[src/csfl_defines.svh]
// Constants for the CPU status flag logic: register offset, field
// positions, reset value and bus response codes.
// Assumes inclusion by its bare name from the design and its checker.
`ifndef CSFL_DEFINES_SVH
`define CSFL_DEFINES_SVH

// Byte address of the status word on the register bus
`define CSFL_PSW_OFFSET      16'hFF10
// Field positions within the status word
`define CSFL_BIT_N           0
`define CSFL_BIT_C           1
`define CSFL_BIT_V           2
`define CSFL_BIT_Z           3
`define CSFL_BIT_E           4
`define CSFL_BIT_MULDIV_INTERRUPTED_FLAG       5
`define CSFL_BIT_USER        6
`define CSFL_BIT_HOLD        10
`define CSFL_BIT_IEN         11
`define CSFL_CPU_PRIORITY_LEVEL_LSB        12
`define CSFL_CPU_PRIORITY_LEVEL_MSB        15
// Writable bits; bits 9..7 are reserved and read as zero
`define CSFL_PSW_WMASK       16'hFC7F
`define CSFL_PSW_RESET       16'h0000
// Most negative values of each operand size
`define CSFL_MINNEG_WORD     16'h8000
`define CSFL_MINNEG_BYTE     8'h80
// Highest priority level; nothing maskable preempts it
`define CSFL_CPU_PRIORITY_LEVEL_TOP        4'hF
// Bus response codes
`define CSFL_RESP_OKAY       2'h0
`define CSFL_RESP_SLVERR     2'h2

`endif

[src/csfl_pkg.sv]
// Types for the CPU status flag logic: the class of operation that the
// execution pipeline reports at write-back.
// Assumes the defines header sits in the same folder.
package csfl_pkg;

	// Operation class, chooses how the condition flags are formed
	typedef enum logic [3:0] {
		CSFL_OP_NONE  = 4'b0000, // Flags untouched
		CSFL_OP_ADD   = 4'b0001, // Addition
		CSFL_OP_ADDC  = 4'b0010, // Addition with carry
		CSFL_OP_SUB   = 4'b0011, // Subtraction
		CSFL_OP_SUBC  = 4'b0100, // Subtraction with carry
		CSFL_OP_CMP   = 4'b0101, // Comparison
		CSFL_OP_NEG   = 4'b0110, // Two's complement
		CSFL_OP_LOGIC = 4'b0111, // Logical operation
		CSFL_OP_MUL   = 4'b1000, // Multiply
		CSFL_OP_DIV   = 4'b1001, // Divide
		CSFL_OP_SHL   = 4'b1010, // Shift or rotate left
		CSFL_OP_SHR   = 4'b1011, // Shift or rotate right
		CSFL_OP_PRIOR = 4'b1100, // Prioritize (normalize)
		CSFL_OP_BIT1  = 4'b1101, // One-operand Boolean bit op
		CSFL_OP_BIT2  = 4'b1110, // Two-operand Boolean bit op
		CSFL_OP_MOVE  = 4'b1111  // Data movement
	} csfl_op_t;

endpackage : csfl_pkg

[src/csfl_status_word.sv]
// Processor status word with condition flag generation, interrupt
// status fields and an AXI4-Lite slave port onto the same register.
// Assumes the execution pipeline presents one write-back per cycle at
// most, with its operands and ALU side results valid in that cycle.
//
// The AXI4-Lite interface to the registers is this design's own decision.
`timescale 1ns/1ns
`include "csfl_defines.svh"

module csfl_status_word
	import csfl_pkg::*;
(
	input  wire logic        mclk,
	input  wire logic        reset_n,
	// AXI4-Lite slave
	input  wire logic [15:0] s_axi_awaddr,
	input  wire logic        s_axi_awvalid,
	output logic             s_axi_awready,
	input  wire logic [31:0] s_axi_wdata,
	input  wire logic [3:0]  s_axi_wstrb,
	input  wire logic        s_axi_wvalid,
	output logic             s_axi_wready,
	output logic [1:0]       s_axi_bresp,
	output logic             s_axi_bvalid,
	input  wire logic        s_axi_bready,
	input  wire logic [15:0] s_axi_araddr,
	input  wire logic        s_axi_arvalid,
	output logic             s_axi_arready,
	output logic [31:0]      s_axi_rdata,
	output logic [1:0]       s_axi_rresp,
	output logic             s_axi_rvalid,
	input  wire logic        s_axi_rready,
	// Execution pipeline write-back
	input  wire logic        wb_valid,
	input  wire csfl_op_t    wb_op,
	input  wire logic        wb_byte,
	input  wire logic [15:0] wb_result,
	input  wire logic [15:0] wb_op_a,
	input  wire logic [15:0] wb_op_b,
	input  wire logic        wb_carry_out,
	input  wire logic        wb_shift_last,
	input  wire logic        wb_shift_sticky,
	input  wire logic        wb_shift_zero,
	input  wire logic        wb_md_no_fit,
	input  wire logic        wb_div_zero,
	input  wire logic        wb_bit_a,
	input  wire logic        wb_bit_b,
	input  wire logic        wb_table_ok,
	input  wire logic        wb_psw_write,
	input  wire logic [15:0] wb_psw_data,
	// Interrupt entry and return sequencing
	input  wire logic        irq_entry,
	input  wire logic [3:0]  irq_entry_level,
	input  wire logic        irq_muldiv_cut,
	input  wire logic        irq_return,
	input  wire logic [15:0] irq_stacked_psw,
	input  wire logic [3:0]  irq_req_level,
	// Status outputs
	output logic [15:0]      processor_status_word,
	output logic             muldiv_resume,
	output logic             irq_level_ok,
	output logic             global_irq_enable,
	output logic [3:0]       cpu_priority_level,
	output logic             bus_hold_arbitration_enable,
	output logic             user_flag
);

	// Status word storage
	logic [15:0] psw_reg;           // Current status word
	logic [15:0] psw_next;          // Value for the next edge

	// Implicit flags formed from the write-back
	logic        flag_n;            // Negative
	logic        flag_c;            // Carry or borrow
	logic        flag_v;            // Overflow or sticky
	logic        flag_z;            // Zero
	logic        flag_e;            // End of table
	logic        res_msb;           // Sign bit of the operand size
	logic        a_msb;             // Sign of first operand
	logic        b_msb;             // Sign of second operand
	logic        res_zero;          // Result is zero in its size
	logic        src_minneg;        // Source is most negative value

	// Write and read channel state of the bus slave
	logic        aw_got_reg;        // Write address held
	logic        w_got_reg;         // Write data held
	logic [15:0] aw_addr_reg;       // Held write address
	logic [15:0] w_data_reg;        // Held write data, low half
	logic [1:0]  w_strb_reg;        // Held byte enables, low half
	logic        bvalid_reg;        // Write response pending
	logic [1:0]  bresp_reg;         // Write response code
	logic        rvalid_reg;        // Read data pending
	logic [31:0] rdata_reg;         // Read data
	logic [1:0]  rresp_reg;         // Read response code

	// Bus decode helpers
	logic        aw_take;           // Address taken this edge
	logic        w_take;            // Data taken this edge
	logic        aw_have;           // Address available now
	logic        w_have;            // Data available now
	logic        bus_write;         // Both halves present: write now
	logic [15:0] bus_addr;          // Effective write address
	logic [15:0] bus_data;          // Effective write data
	logic [1:0]  bus_strb;          // Effective byte enables
	logic        bus_hit;           // Write targets the status word
	logic [15:0] bus_merged;        // Status word after byte merge

	// Sign and zero taken at the operand size
	always_comb begin
		if (wb_byte) begin
			res_msb    = wb_result[7];
			a_msb      = wb_op_a[7];
			b_msb      = wb_op_b[7];
			res_zero   = (wb_result[7:0] == 8'h00);
			src_minneg = (wb_op_b[7:0] == `CSFL_MINNEG_BYTE);
		end else begin
			res_msb    = wb_result[15];
			a_msb      = wb_op_a[15];
			b_msb      = wb_op_b[15];
			res_zero   = (wb_result == 16'h0000);
			src_minneg = (wb_op_b == `CSFL_MINNEG_WORD);
		end
	end

	// Implicit flag generation per operation class
	always_comb begin
		flag_n = res_msb;
		flag_z = res_zero;
		flag_c = 1'b0;
		flag_v = 1'b0;
		// The source operand is presented on the second operand lane
		flag_e = wb_table_ok & src_minneg;
		case (wb_op)
			CSFL_OP_ADD: begin
				flag_c = wb_carry_out;
				flag_v = (a_msb == b_msb) & (res_msb != a_msb);
			end
			CSFL_OP_ADDC: begin
				flag_c = wb_carry_out;
				flag_v = (a_msb == b_msb) & (res_msb != a_msb);
				// Chained zero for multiple-precision sums
				flag_z = psw_reg[`CSFL_BIT_Z] & res_zero;
			end
			CSFL_OP_SUB, CSFL_OP_CMP: begin
				flag_c = ~wb_carry_out;
				flag_v = (a_msb != b_msb) & (res_msb != a_msb);
			end
			CSFL_OP_SUBC: begin
				flag_c = ~wb_carry_out;
				flag_v = (a_msb != b_msb) & (res_msb != a_msb);
				flag_z = psw_reg[`CSFL_BIT_Z] & res_zero;
			end
			CSFL_OP_NEG: begin
				// Only the most negative value cannot be negated
				flag_c = ~wb_carry_out;
				flag_v = res_msb & b_msb;
			end
			CSFL_OP_LOGIC: begin
				flag_c = 1'b0;
				flag_v = 1'b0;
			end
			CSFL_OP_MUL: begin
				flag_c = 1'b0;
				flag_v = wb_md_no_fit;
			end
			CSFL_OP_DIV: begin
				flag_c = 1'b0;
				flag_v = wb_md_no_fit | wb_div_zero;
			end
			CSFL_OP_SHL: begin
				flag_c = ~wb_shift_zero & wb_shift_last;
			end
			CSFL_OP_SHR: begin
				// Carry and sticky together grade the rounding error
				flag_c = ~wb_shift_zero & wb_shift_last;
				flag_v = ~wb_shift_zero & wb_shift_sticky;
			end
			CSFL_OP_PRIOR: begin
				flag_c = 1'b0;
				flag_z = (wb_op_b == 16'h0000);
			end
			CSFL_OP_BIT1: begin
				flag_n = wb_bit_a;
				flag_z = ~wb_bit_a;
			end
			CSFL_OP_BIT2: begin
				flag_n = wb_bit_a ^ wb_bit_b;
				flag_c = wb_bit_a & wb_bit_b;
				flag_v = wb_bit_a | wb_bit_b;
				flag_z = ~(wb_bit_a | wb_bit_b);
			end
			CSFL_OP_MOVE: begin
				flag_c = psw_reg[`CSFL_BIT_C];
				flag_v = psw_reg[`CSFL_BIT_V];
			end
			default: begin
				// No flag change: hold every flag
				flag_n = psw_reg[`CSFL_BIT_N];
				flag_c = psw_reg[`CSFL_BIT_C];
				flag_v = psw_reg[`CSFL_BIT_V];
				flag_z = psw_reg[`CSFL_BIT_Z];
				flag_e = psw_reg[`CSFL_BIT_E];
			end
		endcase
	end

	// Bus write decode; address and data may arrive in either order
	assign s_axi_awready = ~aw_got_reg & ~bvalid_reg;
	assign s_axi_wready  = ~w_got_reg & ~bvalid_reg;
	assign aw_take   = s_axi_awvalid & s_axi_awready;
	assign w_take    = s_axi_wvalid & s_axi_wready;
	assign aw_have   = aw_got_reg | aw_take;
	assign w_have    = w_got_reg | w_take;
	assign bus_write = aw_have & w_have;
	assign bus_addr  = aw_got_reg ? aw_addr_reg : s_axi_awaddr;
	assign bus_data  = w_got_reg ? w_data_reg : s_axi_wdata[15:0];
	assign bus_strb  = w_got_reg ? w_strb_reg : s_axi_wstrb[1:0];
	assign bus_hit   = (bus_addr[15:2] == 14'(`CSFL_PSW_OFFSET >> 2));
	// Byte lanes merge into the current word
	assign bus_merged = {bus_strb[1] ? bus_data[15:8] : psw_reg[15:8],
		bus_strb[0] ? bus_data[7:0] : psw_reg[7:0]};

	// Next status word; later assignments take priority
	always_comb begin
		psw_next = psw_reg;
		// Flags land together with the result write-back
		if (wb_valid) begin
			psw_next[`CSFL_BIT_N] = flag_n;
			psw_next[`CSFL_BIT_C] = flag_c;
			psw_next[`CSFL_BIT_V] = flag_v;
			psw_next[`CSFL_BIT_Z] = flag_z;
			psw_next[`CSFL_BIT_E] = flag_e;
		end
		// Return restores the stacked word, muldiv flag included
		if (irq_return) begin
			psw_next = irq_stacked_psw & `CSFL_PSW_WMASK;
		end
		// Entry raises the level and records a cut-short muldiv
		if (irq_entry) begin
			psw_next[`CSFL_CPU_PRIORITY_LEVEL_MSB:`CSFL_CPU_PRIORITY_LEVEL_LSB] = irq_entry_level;
			psw_next[`CSFL_BIT_MULDIV_INTERRUPTED_FLAG] = irq_muldiv_cut;
		end
		// Software write from the register bus
		if (bus_write && bus_hit) begin
			psw_next = bus_merged & `CSFL_PSW_WMASK;
		end
		// An explicit write by the instruction overrides its own flags
		if (wb_valid && wb_psw_write) begin
			psw_next = wb_psw_data & `CSFL_PSW_WMASK;
		end
	end

	// Status word register
	always_ff @(posedge mclk or negedge reset_n) begin
		if (!reset_n) begin
			psw_reg <= `CSFL_PSW_RESET;
		end else begin
			psw_reg <= psw_next;
		end
	end

	// Write channel capture while the other half is missing
	always_ff @(posedge mclk or negedge reset_n) begin
		if (!reset_n) begin
			aw_got_reg  <= 1'b0;
			w_got_reg   <= 1'b0;
			aw_addr_reg <= 16'h0000;
			w_data_reg  <= 16'h0000;
			w_strb_reg  <= 2'h0;
		end else if (bus_write) begin
			// Both present: consumed this edge
			aw_got_reg <= 1'b0;
			w_got_reg  <= 1'b0;
		end else begin
			if (aw_take) begin
				aw_got_reg  <= 1'b1;
				aw_addr_reg <= s_axi_awaddr;
			end
			if (w_take) begin
				w_got_reg  <= 1'b1;
				w_data_reg <= s_axi_wdata[15:0];
				w_strb_reg <= s_axi_wstrb[1:0];
			end
		end
	end

	// Write response, held until the master takes it
	always_ff @(posedge mclk or negedge reset_n) begin
		if (!reset_n) begin
			bvalid_reg <= 1'b0;
			bresp_reg  <= `CSFL_RESP_OKAY;
		end else if (bus_write) begin
			bvalid_reg <= 1'b1;
			bresp_reg  <= bus_hit ? `CSFL_RESP_OKAY : `CSFL_RESP_SLVERR;
		end else if (s_axi_bready) begin
			bvalid_reg <= 1'b0;
		end
	end

	// Read channel; the word shown is that left by the last edge
	assign s_axi_arready = ~rvalid_reg;
	always_ff @(posedge mclk or negedge reset_n) begin
		if (!reset_n) begin
			rvalid_reg <= 1'b0;
			rdata_reg  <= 32'h00000000;
			rresp_reg  <= `CSFL_RESP_OKAY;
		end else if (s_axi_arvalid && !rvalid_reg) begin
			rvalid_reg <= 1'b1;
			if (s_axi_araddr[15:2] == 14'(`CSFL_PSW_OFFSET >> 2)) begin
				rdata_reg <= {16'h0000, psw_reg};
				rresp_reg <= `CSFL_RESP_OKAY;
			end else begin
				// Unmapped: zero data with an error response
				rdata_reg <= 32'h00000000;
				rresp_reg <= `CSFL_RESP_SLVERR;
			end
		end else if (s_axi_rready) begin
			rvalid_reg <= 1'b0;
		end
	end

	// Bus outputs
	assign s_axi_bvalid = bvalid_reg;
	assign s_axi_bresp  = bresp_reg;
	assign s_axi_rvalid = rvalid_reg;
	assign s_axi_rdata  = rdata_reg;
	assign s_axi_rresp  = rresp_reg;

	// Status view for the pipeline; instructions read the settled word
	assign processor_status_word = psw_reg;
	assign global_irq_enable     = psw_reg[`CSFL_BIT_IEN];
	assign cpu_priority_level    =
		psw_reg[`CSFL_CPU_PRIORITY_LEVEL_MSB:`CSFL_CPU_PRIORITY_LEVEL_LSB];
	assign bus_hold_arbitration_enable = psw_reg[`CSFL_BIT_HOLD];
	assign user_flag = psw_reg[`CSFL_BIT_USER];

	// Resume decision uses the flag being restored on return
	assign muldiv_resume = irq_return &
		irq_stacked_psw[`CSFL_BIT_MULDIV_INTERRUPTED_FLAG];

	// Maskable request must beat the level; level 15 admits nothing
	assign irq_level_ok = psw_reg[`CSFL_BIT_IEN] &
		(cpu_priority_level != `CSFL_CPU_PRIORITY_LEVEL_TOP) &
		(irq_req_level > cpu_priority_level);

endmodule : csfl_status_word

[config.mk]
export PLATFORM = sky130hd
export DESIGN_NAME = csfl_status_word
export DESIGN_NICKNAME = d
export VERILOG_FILES = /design/src/csfl_pkg.sv /design/src/csfl_status_word.sv
export VERILOG_INCLUDE_DIRS = /design/src
export SDC_FILE = /design/constraint.sdc
export NUM_CORES = 1
export LEC_CHECK = 0
export BUFFER_PORTS_ARGS = -buffer_cell sky130_fd_sc_hd__clkbuf_2
export CORE_ASPECT_RATIO = 0.75
export CORE_MARGIN = 5
export CORE_UTILIZATION = 40
export DETAILED_ROUTE_END_ITERATION = 16
export PLACE_DENSITY_LB_ADDON = 0.15
export SLEW_MARGIN = 40
export SYNTH_ARGS = -nofsm -noshare
export SYNTH_HDL_FRONTEND = slang
export SYNTH_SLANG_ARGS = --single-unit
[constraint.sdc]
create_clock -name mclk -period 3 [get_ports mclk]
set_clock_uncertainty 0.05 [all_clocks]
set_input_delay 0.75 -clock mclk [delete_from_list [all_inputs] [get_ports mclk]]
set_output_delay 0.75 -clock mclk [all_outputs]
set_load 0.005 [all_outputs]
==> results.yml, run 1 <==
outcome:
  status: "completed"
drt:
  ant_nets: 0
  drt-vias-per-instance: 5.22
  dr.pass1.iters: 5
  drt_wl_total_um: 11700
  drcViolationCount: 0
  wl_met1_um: 5420
  highest_layer: "met4"
  drt_iter0_drc: 181
  met2_length_um: 5360
  wl_per_cell_um: 16.7
  vias: 3659
  met3_length_um: 791
pwr:
  power_w: 0.00312
  switchingPower_w: 0.000916
  p_per_area_mw_per_mm2: 613
  share_seq_of_total_power_pct: 40.1
  comb_power_share_pct: 27.4
  p_int_w: 0.00220
  clkPwrFrac_pct: 32.5
  cellLeakagePower_nw: 2.51
  switching_share_pct: 29.4
  irDropWorstVdd_mv: 0.436
sta:
  post-route-period-util_pct: 91.1
  setup_violations: 0
  fmax_mhz: 366
  worstMarginPinSlew_ps: 780
  fin_crit_ps: 2730
  rsz0062_at_grt: "no"
  timing.slew.headroom_pct: 47.8
  hold_viol: 0
  slew_violations: 0
final_layout:
  n_antenna_cell: 0
  post-route-util_pct: 52.9
  syn2layout_area_growth_pct: 29.9
  stdcell_count: 701
  final_common_cell: "clkbuf_2"
  layout-drive-gt1-share_pct: 44.8
  final_cell_mix: "180 x clkbuf_2, 62 x dfrtp_1, 43 x mux2_2, 30 x nand2_1, 27 x nor2_1"
  fillers: 919
  fin_nets: 753
  design_area_mm2: 0.00509
clock_tree:
  clk_pin_slew_ps: 50
  clk_latency_ps: 320
  clk_path_buf_depth: 2
  clock_sinks: 62
  cts_tree: "built"
  htree_levels: 3
  cts_resized: 0
  cts_buffers: 9
  cts_root_buffer: "clkbuf_16"
  cts_setup_buffers: 0
  cts_hold_buf: 0
yosys:
  synth_cells: 395
  ys_seq_elements: 62
  synth_top_cell_area_share_pct: 39.6
  syn_area_mm2: 0.00392
  ys_types: 63
  synth-edff-count: 0
  syn-mean-instance-area_um2: 9.91
  yosysTopAreaCell: "dfrtp_1"
  ys_seq_area_share_pct: 39.6
  yosys_warnings: 0
  synth_top_cells_by_area: "dfrtp_1 40%, mux2_2 12%, buf_4 5.9%"
  async_reset_ff_share_pct: 100
  synth-main-ff-cell: "dfrtp_1"
critical_path:
  worstPathRequired_ps: 3210
  r2r-start: "aw_got_reg$_DFFE_PN0P_"
  crit_type: "input port to register"
  reg2reg_depth: 6
  r2r-end: "processor_status_word[6]$_DFFE_PN0P_"
  rrSetupSlack_ps: 370
  crit_path_start: "s_axi_awaddr[2]"
  setup.worst_path.start_class: "input port"
  crit_path_end: "processor_status_word[6]$_DFFE_PN0P_"
  crit_path_max_fanout: 24
  end_kind: "register"
  arrival_ps: 2950
floorplan:
  die_h_um: 95.7
  dieWidth_um: 124
  rows: 31
  initial_core_util_pct: 40.7
  die_area_mm2: 0.0119
  core-area_mm2: 0.00962
  io_pins: 248
placement:
  placedCellCount: 686
  place_area_mm2: 0.00479
  routabilityCongestion: 0.907
  portBuffers: 181
  hpwlAfterDp_um: 9370
grt:
  grt_overflow_total: 0
  grt_max_degree: 40
  first_global_vias: 3480
  antenna_found_initial: 0
  grt_pass1_wl_um: 17800
  gr-usage-all-layers_pct: 18.8
run:
  drv_cap: 0
min_path:
  holdCritPathClass: "input port to async pin"
worst min path at each step:
stage	start	to	depth (start not counted)
floorplan	reset_n	aw_addr_reg[10]$_DFFE_PN0P_	0
global placement	w_data_reg[3]$_DFFE_PN0P_	w_data_reg[3]$_DFFE_PN0P_	1
detailed placement	w_strb_reg[0]$_DFFE_PN0P_	w_strb_reg[0]$_DFFE_PN0P_	1
CTS	reset_n	s_axi_rdata[9]$_DFFE_PN0P_	1
global route	reset_n	s_axi_rdata[15]$_DFFE_PN0P_	1
finish	reset_n	s_axi_rdata[9]$_DFFE_PN0P_	1
power by group through the flow:
stage | combinational, W | sequential, W | clock [W]
finish | 0.000854 | 0.00125 | 0.00101
global route | 0.000951 | 0.00128 | 0.00107
CTS | 0.000864 | 0.00125 | 0.00103
detailed placement | 0.000860 | 0.00126 | 0
global placement | 0.000840 | 0.00125 | 0
floorplan | 0.000604 | 0.00120 | 0
cell type report:
class,instances,area (um2),share of cell area [%]
tap,132,165,3.25
sequential,62,1550,30.5
multi-input combinational,289,2040,40.2
timing repair buffer,190,986,19.4
inverter,13,48.8,0.959
clock inverter,3,45.0,0.886
clock buffer,12,246,4.85
routing by layer:
| layer | up-vias | track usage [%] |
|---|---|---|
| met2 | 128 | 29.2 |
| met1 | 1758 | 26.1 |
| met4 | 0 | 4.47 |
| met3 | 13 | 5.66 |
| met5 | - | 0 |
| li1 | 1760 | - |
Yosys cell counts, types with 4 or more instances:
| master | count |
|---|---|
| ha_1 | 6 |
| o22ai_1 | 6 |
| o21ai_0 | 11 |
| inv_1 | 13 |
| mux2_2 | 43 |
| dfrtp_1 | 62 |
| clkbuf_1 | 12 |
| mux2i_1 | 9 |
| a21oi_1 | 13 |
| a311oi_1 | 4 |
| nand4_1 | 8 |
| buf_4 | 31 |
| nor2b_1 | 4 |
| nor4_1 | 10 |
| nand3_1 | 4 |
| a211oi_1 | 8 |
| a22o_1 | 14 |
| nor2_1 | 27 |
| nand2_1 | 30 |
| nor3_1 | 13 |
critical path: stages:
cell and delay (ps):
clkbuf_2 90, or4b_4 550, nor4_4 280, o211a_4 370
mux2_2 380, o21ai_0 290, mux2_2 220
stage by stage:
stage,setup TNS (ps),setup slack (ps),hold slack [ps]
3_5_place_dp,-11.0,-11.0,442
2_1_floorplan,0,304,404
4_1_cts,0,313,372
5_1_grt,0,156,408
3_3_place_gp,0,10.2,431
6_report,0,266,358
cell families (layout without fill, tap and decap cells):
| family | count (synthesis) | count (layout) | synth area share (%) |
|---|---|---|---|
| buffers and inverters | 64 | 218 | 10.1 |
| adder cells (fa/ha/maj) | 6 | 6 | 1.92 |
| AND/OR/NAND/NOR | 121 | 121 | 16.7 |
| flip-flops | 62 | 62 | 39.6 |
| multiplexers | 52 | 52 | 14.7 |
| XOR/XNOR | 2 | 2 | 0.447 |
| other | 1 | 21 | 0.0958 |
| AO/OA/AOI/OAI | 87 | 87 | 16.4 |
Power figures use the tool's default switching activity.
==> inputs of run 2 (changes only) <==
- GPL_TIMING_DRIVEN: default -> 0
==> run 2 against run 1 <==
  * Global-route usage grew 1.4 points
  * Die area is the same
  * Total power grew 0.82%
  * Non-clock buffer count grew 40
  * First-iteration DRC count grew 86%
  * Sequential cell count is the same
  * Largest power group unchanged
  * Core utilization grew 2.7 points
  * Sequential power is essentially flat
  * Cell area grew 5.1%
  * Final cell count grew 5.8%
==> results.yml, run 2 (synthesized netlist as in run 1, its figures left out) <==
placement:
  placedCellCount: 726
  portBuffers: 179
  routabilityCongestion: 0.895
  pre_cts_ws_ps: -67.1
  hpwlAfterDp_um: 10100
sta:
  hold_viol: 0
  fmax_mhz: 365
  post-route-period-util_pct: 91.2
  timing.slew.headroom_pct: 59.1
  hold_slack_ps: 352
  fin_crit_ps: 2740
  fin_ws_ps: 263
  setup_violations: 0
  slew_violations: 0
  rsz0062_at_grt: "no"
  worstMarginPinSlew_ps: 596
pwr:
  p_per_area_mw_per_mm2: 588
  irDropWorstVdd_mv: 0.502
  cellLeakagePower_nw: 2.68
  power_w: 0.00315
final_layout:
  stdcell_count: 742
  post-route-util_pct: 55.6
  multi_input_area_mm2: 0.00204
  syn2layout_area_growth_pct: 36.5
  fin_nets: 793
  final_cell_mix: "178 x clkbuf_2, 62 x dfrtp_1, 43 x mux2_2, 31 x buf_4, 30 x nand2_1"
  fillers: 900
  seqCellArea_mm2: 0.00155
  layout-drive-gt1-share_pct: 45.9
  final_common_cell: "clkbuf_2"
  n_antenna_cell: 0
drt:
  vias: 3732
  ant_nets: 0
  drt_iter0_drc: 337
  drt-vias-per-instance: 5.03
  dr.pass1.iters: 4
  drt_wl_total_um: 12400
  drcViolationCount: 0
  wl_per_cell_um: 16.8
clock_tree:
  htree_levels: 3
  cts_resized: 0
  clk_pin_slew_ps: 50
  cts_hold_buf: 0
  cts_buffers: 9
  cts_setup_buffers: 0
  clock_sinks: 62
  cts_tree: "built"
  cts_root_buffer: "clkbuf_16"
  clk_latency_ps: 320
  clk_path_buf_depth: 2
floorplan:
  initial_core_util_pct: 40.7
  die_h_um: 95.7
  die_area_mm2: 0.0119
  io_pins: 248
  dieWidth_um: 124
  core-area_mm2: 0.00962
  rows: 31
grt:
  first_global_vias: 3723
  gr-usage-all-layers_pct: 20.2
  grt_max_degree: 63
  grt_overflow_total: 0
  grt_pass1_wl_um: 19100
  antenna_found_initial: 0
critical_path:
  cpPeakStageDelay_ps: 560
  arrival_ps: 2900
  worstPathRequired_ps: 3160
  crit_chain: "clkbuf_2, or4b_4, nor4_4, o211a_4, buf_12, mux2i_1, nand2_1, o22a_1"
  crit_type: "input port to register"
  crit_slowest_cell: "or4b_4"
  setup.worst_path.start_class: "input port"
  crit_path_max_fanout: 10
  end_kind: "register"
min_path:
  holdCritPathClass: "input port to async pin"
outcome:
  status: "completed"
run:
  drv_cap: 0
[run 2: changes by cell type in the layout (fill, tap and decap cells not counted), sizes merged]
cell	change
clkbuf	+11
buf	+28
clkdlybuf4s15	+1
clkinv	+2
clkinvlp	-1
[run 2: critical path, delay by kind of cell]
family | cells | cell delay [ps]
and+or+nand+nor | 3 | 940
muxes | 1 | 530
AOI/OAI and AO/OA | 2 | 440
buffers and inverters | 2 | 230
[run 2: path summary, 6_finish.rpt]
kind	startpoint	depth (start not counted)	to	slack, ps
setup / recovery	s_axi_awaddr[2]	8	processor_status_word[1]$_DFFE_PN0P_	260
hold / removal	reset_n	1	s_axi_rdata[12]$_DFFE_PN0P_	350
setup reg to reg	aw_got_reg$_DFFE_PN0P_	8	processor_status_word[1]$_DFFE_PN0P_	400
hold reg to reg	w_data_reg[13]$_DFFE_PN0P_	1	w_data_reg[13]$_DFFE_PN0P_	450
max in group asynchronous	reset_n	1	aw_addr_reg[4]$_DFFE_PN0P_	2170
min in group mclk	w_data_reg[13]$_DFFE_PN0P_	1	w_data_reg[13]$_DFFE_PN0P_	450
[run 2: stage by stage]
stage	cell area, um2	TNS, ps
final	5350	0
after global routing	5350	0
after CTS	5350	0
after detailed placement	5060	-133
after global placement	5050	-86.6
after floorplan	3990	0
[run 2: layer usage]
layer  track usage, %  vias up  routed length (um)
met5                0        -                   0
met4             6.20        0                 207
met3             6.54       19                 819
met2             31.8      135                5700
met1             26.8     1742                5700
li1                 -     1836                   -
[run 2: power by group]
group / internal [W] / switching (W)
combinational: 0.000490 / 0.000430
clock: 0.000640 / 0.000348
sequential: 0.00108 / 0.000159
[run 2: cell type report]
cell class                 count  share of cell area, %
sequential                    62                   29.0
tap                          132                   3.09
clock buffer                  12                   4.42
clock inverter                 4                  0.890
buffer                        51                   6.51
multi-input combinational    289                   38.2
timing repair buffer         179                   16.9
inverter                      13                  0.913
